### config.mk
export PLATFORM = sky130hd
export DESIGN_NAME = host_gateway
export DESIGN_NICKNAME = d
export VERILOG_FILES = /design/src/hdl/host_endpoint_bus_wires.v
export VERILOG_INCLUDE_DIRS = /design/src /design/src/hdl
export SDC_FILE = /design/constraint.sdc
export NUM_CORES = 1
export LEC_CHECK = 0
export BUFFER_PORTS_ARGS = -buffer_cell sky130_fd_sc_hd__buf_4
export CORE_MARGIN = 8
export CORE_UTILIZATION = 53
export CTS_BUF_LIST = sky130_fd_sc_hd__clkbuf_8 sky130_fd_sc_hd__clkbuf_16
export DETAILED_ROUTE_END_ITERATION = 7
export PLACE_DENSITY_LB_ADDON = 0.05
export SLEW_MARGIN = 25
export SYNTH_ARGS = -nofsm -noshare
export SYNTH_HDL_FRONTEND = slang
export SYNTH_SLANG_ARGS = --single-unit
### constraint.sdc
create_clock -name clk_sys -period 2.85 [get_ports clk_sys]
set_input_delay 0.57 -clock clk_sys [delete_from_list [all_inputs] [get_ports clk_sys]]
set_output_delay 0.57 -clock clk_sys [all_outputs]
set_load 0.02 [all_outputs]
### src/hdl/host_endpoint_defines.vh
`ifndef HOST_ENDPOINT_DEFINES_VH
`define HOST_ENDPOINT_DEFINES_VH
`define CTRL_DOWN_W      31
`define CTRL_UP_W        17
`define ADDR_W           8
`define WORD_W           16
`define WIRE_IN_BASE     8'h00
`define WIRE_IN_LAST     8'h1F
`define WIRE_OUT_BASE    8'h20
`define WIRE_OUT_LAST    8'h3F
`define OP_IDLE          3'h0
`define OP_WRITE         3'h1
`define OP_COMMIT        3'h2
`define OP_CAPTURE       3'h3
`define OP_READ          3'h4
`define DN_CLK_BIT       0
`define DN_OP_LO         1
`define DN_OP_HI         3
`define DN_ADDR_LO       4
`define DN_ADDR_HI       11
`define DN_DATA_LO       12
`define DN_DATA_HI       27
`define UP_VALID_BIT     16
`endif

### src/hdl/host_endpoint_bus_wires.v
// Operation
// - The gateway meets the microcontroller with 8 input, 2 output and 16 bidirectional pins.
// - The gateway drives a 31-bit control bundle to every endpoint.
// - The gateway takes a 17-bit return bundle from the endpoints.
// - The gateway outputs a bus clock at half the clk_sys rate that also rides inside the control bundle.
// - Every endpoint attaches to all 48 shared bus lines.
// - Each endpoint takes its address from a constant 8-bit input port.
// - A wire input presents a 16-bit level word to user logic.
// - Wire input values are staged first and then all updated on one clock edge.
// - A wire output accepts a 16-bit word from user logic, read on each refresh.
// - On refresh all wire outputs are sampled on one edge and then read one by one.
// - The bus address selects which endpoint takes part in a write or read; commit and capture act on every endpoint.
`timescale 1ns/1ps
`include "host_endpoint_defines.vh"

// Host pin usage: in[0] strobe, in[3:1] op, in[4] address phase; out[0] read valid, out[1] one-cycle read-done pulse.
module host_gateway
(
   // System
   input  wire                      clk_sys,
   input  wire                      rst_n,
   // Host pins
   input  wire [7:0]                host_pin_inputs,
   output reg  [1:0]                host_pin_outputs,
   input  wire [15:0]               host_pin_bidir_data_in,
   output reg  [15:0]               host_pin_bidir_data_out,
   output reg                       host_pin_bidir_data_oe,
   // Target bus
   output reg                       target_bus_clock,
   output wire [`CTRL_DOWN_W-1:0]   target_ctrl_down,
   input  wire [`CTRL_UP_W-1:0]     target_ctrl_up
);
   reg  [7:0]   in_s1;
   reg  [7:0]   in_s2;
   reg  [15:0]  dat_s1;
   reg  [15:0]  dat_s2;
   reg          strobe_d;
   reg  [7:0]   addr;
   reg  [2:0]   op;
   reg  [15:0]  data;
   reg          rd_wait;
   wire         strobe_rise;
   wire         strobe_fall;

   assign strobe_rise = in_s2[0] & ~strobe_d;
   // The host takes the data pins back once its strobe ends, so the read drive is released then.
   assign strobe_fall = ~in_s2[0] & strobe_d;
   // Bus clock rides in bit 0 of the control bundle.
   assign target_ctrl_down = {3'h0, data, addr, op, target_bus_clock};

   // Host pins pass two flip-flops before use.
   always @(posedge clk_sys or negedge rst_n)
   begin
      if (!rst_n)
      begin
         in_s1    <= 8'h00;
         in_s2    <= 8'h00;
         dat_s1   <= 16'h0000;
         dat_s2   <= 16'h0000;
         strobe_d <= 1'b0;
      end
      else
      begin
         in_s1    <= host_pin_inputs;
         in_s2    <= in_s1;
         dat_s1   <= host_pin_bidir_data_in;
         dat_s2   <= dat_s1;
         strobe_d <= in_s2[0];
      end
   end

   always @(posedge clk_sys or negedge rst_n)
   begin
      if (!rst_n)
      begin
         target_bus_clock        <= 1'b0;
         addr                    <= 8'h00;
         op                      <= `OP_IDLE;
         data                    <= 16'h0000;
         rd_wait                 <= 1'b0;
         host_pin_outputs        <= 2'h0;
         host_pin_bidir_data_out <= 16'h0000;
         host_pin_bidir_data_oe  <= 1'b0;
      end
      else
      begin
         target_bus_clock <= ~target_bus_clock;
         op               <= `OP_IDLE;
         rd_wait          <= 1'b0;
         host_pin_outputs[1] <= rd_wait;
         if (strobe_rise)
         begin
            if (in_s2[4])
               addr <= dat_s2[7:0];
            else
            begin
               op   <= in_s2[3:1];
               data <= dat_s2;
               if (in_s2[3:1] == `OP_READ)
                  rd_wait <= 1'b1;
            end
            host_pin_bidir_data_oe <= 1'b0;
            host_pin_outputs[0]    <= 1'b0;
         end
         if (strobe_fall)
         begin
            host_pin_bidir_data_oe <= 1'b0;
            host_pin_outputs[0]    <= 1'b0;
         end
         if (rd_wait)
         begin
            host_pin_bidir_data_out <= target_ctrl_up[15:0];
            host_pin_bidir_data_oe  <= 1'b1;
            host_pin_outputs[0]     <= target_ctrl_up[`UP_VALID_BIT];
         end
      end
   end
endmodule // host_gateway
 // wire_output_endpoint

==> results_dict.tcl <==
set metrics [dict create \
    result_of_the_run "completed" \
    core.rowCount 27 \
    cts.repair.resized 0 \
    main_combinational_cell_family_by_area_after_synthesis "multiplexers" \
    postSynthAreaPerCell_um2 18.8 \
    clk_pin_slew_ns 0.09 \
    die_height_um 89.9 \
    port_buffers 87 \
    ys_top_cells_by_area "sky130_fd_sc_hd__dfrtp_1, sky130_fd_sc_hd__mux2_2, sky130_fd_sc_hd__buf_4, sky130_fd_sc_hd__buf_6, sky130_fd_sc_hd__and2_1" \
    die_wd_um 89.9 \
    dr.pass1.iters 2 \
    setup_viol_count_final 0 \
    grt_util_all_layers 0.133 \
    sum_of_buffers_and_inverters_on_the_critical_path 1 \
    netlist_instances 154 \
    tritoncts.num_buffers 9 \
    critPathCaptureType "flop" \
    min-delay-path-class "in2async" \
    synth-compound-area-share 0.00432 \
    r2r-start "in_s2[0]" \
    drt-total-wl_um 5230 \
    finalInstanceArea_mm2 0.00377 \
    fin_cells 324 \
    placed_cells 308 \
    post_route_cells_drive_above_1_share 0.571 \
    gpl_wtd_cong 0.719 \
    timing.critical_path.cells "nor3b_4 > buf_4 > mux2_2" \
    synth-async-reset-ratio 1.00 \
    mappedNetlistArea_mm2 0.00289 \
    area_growth_syn_to_layout_pct 30.4 \
    synth-edff-count 0 \
    detail_route.iter0.violations 95 \
    route.antenna.remaining_nets 0 \
    worst_slew_margin_rel 0.488 \
    critPathKind "reg2reg" \
    finClkSkew_ns 0.00562 \
    io-pin-count 94 \
    synth_largest_area_cell "sky130_fd_sc_hd__dfrtp_1" \
    worst_skew_pair.late_latency_ns 0.34 \
    max_slew.worst_pin.slew_ns 0.768 \
    critPathMaxStageDelay_ns 0.47 \
    floorplan.die_area_mm2 0.00808 \
    cts.repair_timing.setup_buffer_count 0 \
    power.total_mw 2.79 \
    cts.sinks 91 \
    area_inside_the_core_boundary_mm2 0.00541 \
    worst_case_reg_to_reg_path_depth 3 \
    synth_fa_ha_area_frac 0 \
    number_of_antenna_violations_at_the_first_check_in_global_routing 0 \
    max_transition_viols_final 0 \
    post_synth_mux_area_share 0.156 \
    final.min_clock_period_ns 1.66 \
    detailed_place.area_mm2 0.00359 \
    grt_first_pass_wirelength_um 8580 \
    grt_util_met2 0.197 \
    clk_root_buffer_cell "sky130_fd_sc_hd__clkbuf_8" \
    global_route.usage.met1 0.167 \
    nFillCells 381 \
    nNetsFinal 290 \
    timing.fmax_mhz 602 \
    layout_worst_path_cycle_share 0.583 \
    critical_path_peak_fanout 13 \
    reg_to_reg_end "data[11]" \
    num_antenna_cells 0 \
    synthFlopType "sky130_fd_sc_hd__dfrtp_1" \
    timing.max_cap.violations 0 \
    endpoint_arrival_time_on_the_critical_path_ns 1.89 \
    ys_top_cells_by_count "sky130_fd_sc_hd__dfrtp_1, sky130_fd_sc_hd__mux2_2, sky130_fd_sc_hd__buf_4, sky130_fd_sc_hd__and2_1" \
    timing.final.hold_violations 0 \
    wire_length_per_cell_after_detailed_routing_um 16.1 \
    final.setup.tns_ns 0 \
    grt_overflow 0 \
    power.density_cell_area_mw_per_mm2 739 \
    yosys.cell_types.count 17 \
    crit_family "simple AND/OR/NAND/NOR gates" \
    dpl.hpwl_um 3680 \
    ff2ff_setup_slack_ns 1.19 \
    cpMaxStageDelayCell "sky130_fd_sc_hd__nor3b_4" \
    leakagePower_nw 1.84 \
    groute.layer.met3.usage 0.0540 \
    vias 1505 \
    synth_seq_cells 91 \
    max-clock-path-buffers 2 \
    gr-max-usage-layer "met2" \
    post_synth_and_or_nand_nor_area_fraction 0.0238 \
    synth-seq-area-share 0.787 \
    synth_xor_area_frac 0.00303 \
    required_ns 3.08 \
    initial_utilization 0.535 \
    largest_voltage_drop_on_the_vdd_net_uv 465 \
    route.detailed.drc 0 \
    number_of_global_route_vias_before_repair 1743 \
    layout.core_utilization 0.698 \
    avgViaCountPerCell 4.65 \
    synth_most_common_cell "sky130_fd_sc_hd__dfrtp_1" \
    holdBufCountCts 0 \
    synth_top_area_share 0.787 \
    htree_levels 3 \
    cts_tree "done" \
    worst_setup_path_start_kind "flop" \
    yosys_warning_total 0 \
    grt_start_max_net_pins 92 \
    rsz0062_at_grt "no" \
]
[layout make-up]
type,count,area (um2),area share
flip-flops and latches,91,2280,0.604
repair buffers,88,664,0.176
multi-input cells,55,552,0.146
clock buffers,11,151,0.0401
well taps,72,90.1,0.0239
clock inverters,5,30.0,0.00796
inverters,2,7.51,0.00199
[cells in the final DEF (no fill, tap or decap), drive strengths merged]
cell type   n
nand2b      1
conb        3
inv         4
and2        3
o21ai       1
nor2        1
dfrtp      91
clkbuf     11
xor2        1
nor3b       1
clkinvlp    3
and3        1
o21bai      1
nand3b      1
mux2       40
buf        88
nand2       1
[registers in the layout, indices dropped and copies added (netlist names), 2 cells and up]
signal	flops
host_pin_bidir_data_out	16
data	16
in_s1	5
addr	8
host_pin_outputs	2
op	3
in_s2	5
dat_s1	16
dat_s2	16
[metal layers]
layer	wire, um	up-vias	share of wire
met5	0	-	0
met4	96	0	0.018
met3	373	10	0.071
met2	2480	65	0.47
met1	2280	745	0.44
li1	-	685	-
[worst register-to-register path, delay by kind of cell, from the launching register on]
kind                   cells  cell delay [ns]
buffers and inverters      1             0.30
DFF                        1             0.42
muxes                      1             0.36
and+or+nand+nor            1             0.47
[cell families after synthesis]
group           count (synthesis)
flops                          91
mux                            40
other cells                     1
compound gates                  2
xor+xnor                        1
buf+inv                        10
simple gates                    9
[per-stage QoR]
step / hold WS (ns) / worst slack, ns
2_1_floorplan: 0.274 / 1.62
3_3_place_gp: 0.332 / 1.24
3_5_place_dp: 0.335 / 1.15
4_1_cts: 0.315 / 1.17
5_1_grt: 0.307 / 1.07
6_report: 0.284 / 1.19
[power by group]
part	switching [mW]	internal, mW
sequential	0.0711	1.43
combinational	0.257	0.253
clock	0.418	0.358
total	0.746	2.04
[worst max-delay path by stage]
stage               cells after the start  endpoint  slack (ns)      from
floorplan                               3   data[0]        1.62  in_s2[4]
global placement                        3   data[4]        1.24  in_s2[4]
detailed placement                      3   data[4]        1.15  in_s2[0]
CTS                                     3   data[4]        1.17  in_s2[0]
global route                            3  data[11]        1.07  in_s2[0]
finish                                  3  data[11]        1.19  in_s2[0]
No activity file was read; power rests on OpenSTA's default activity.
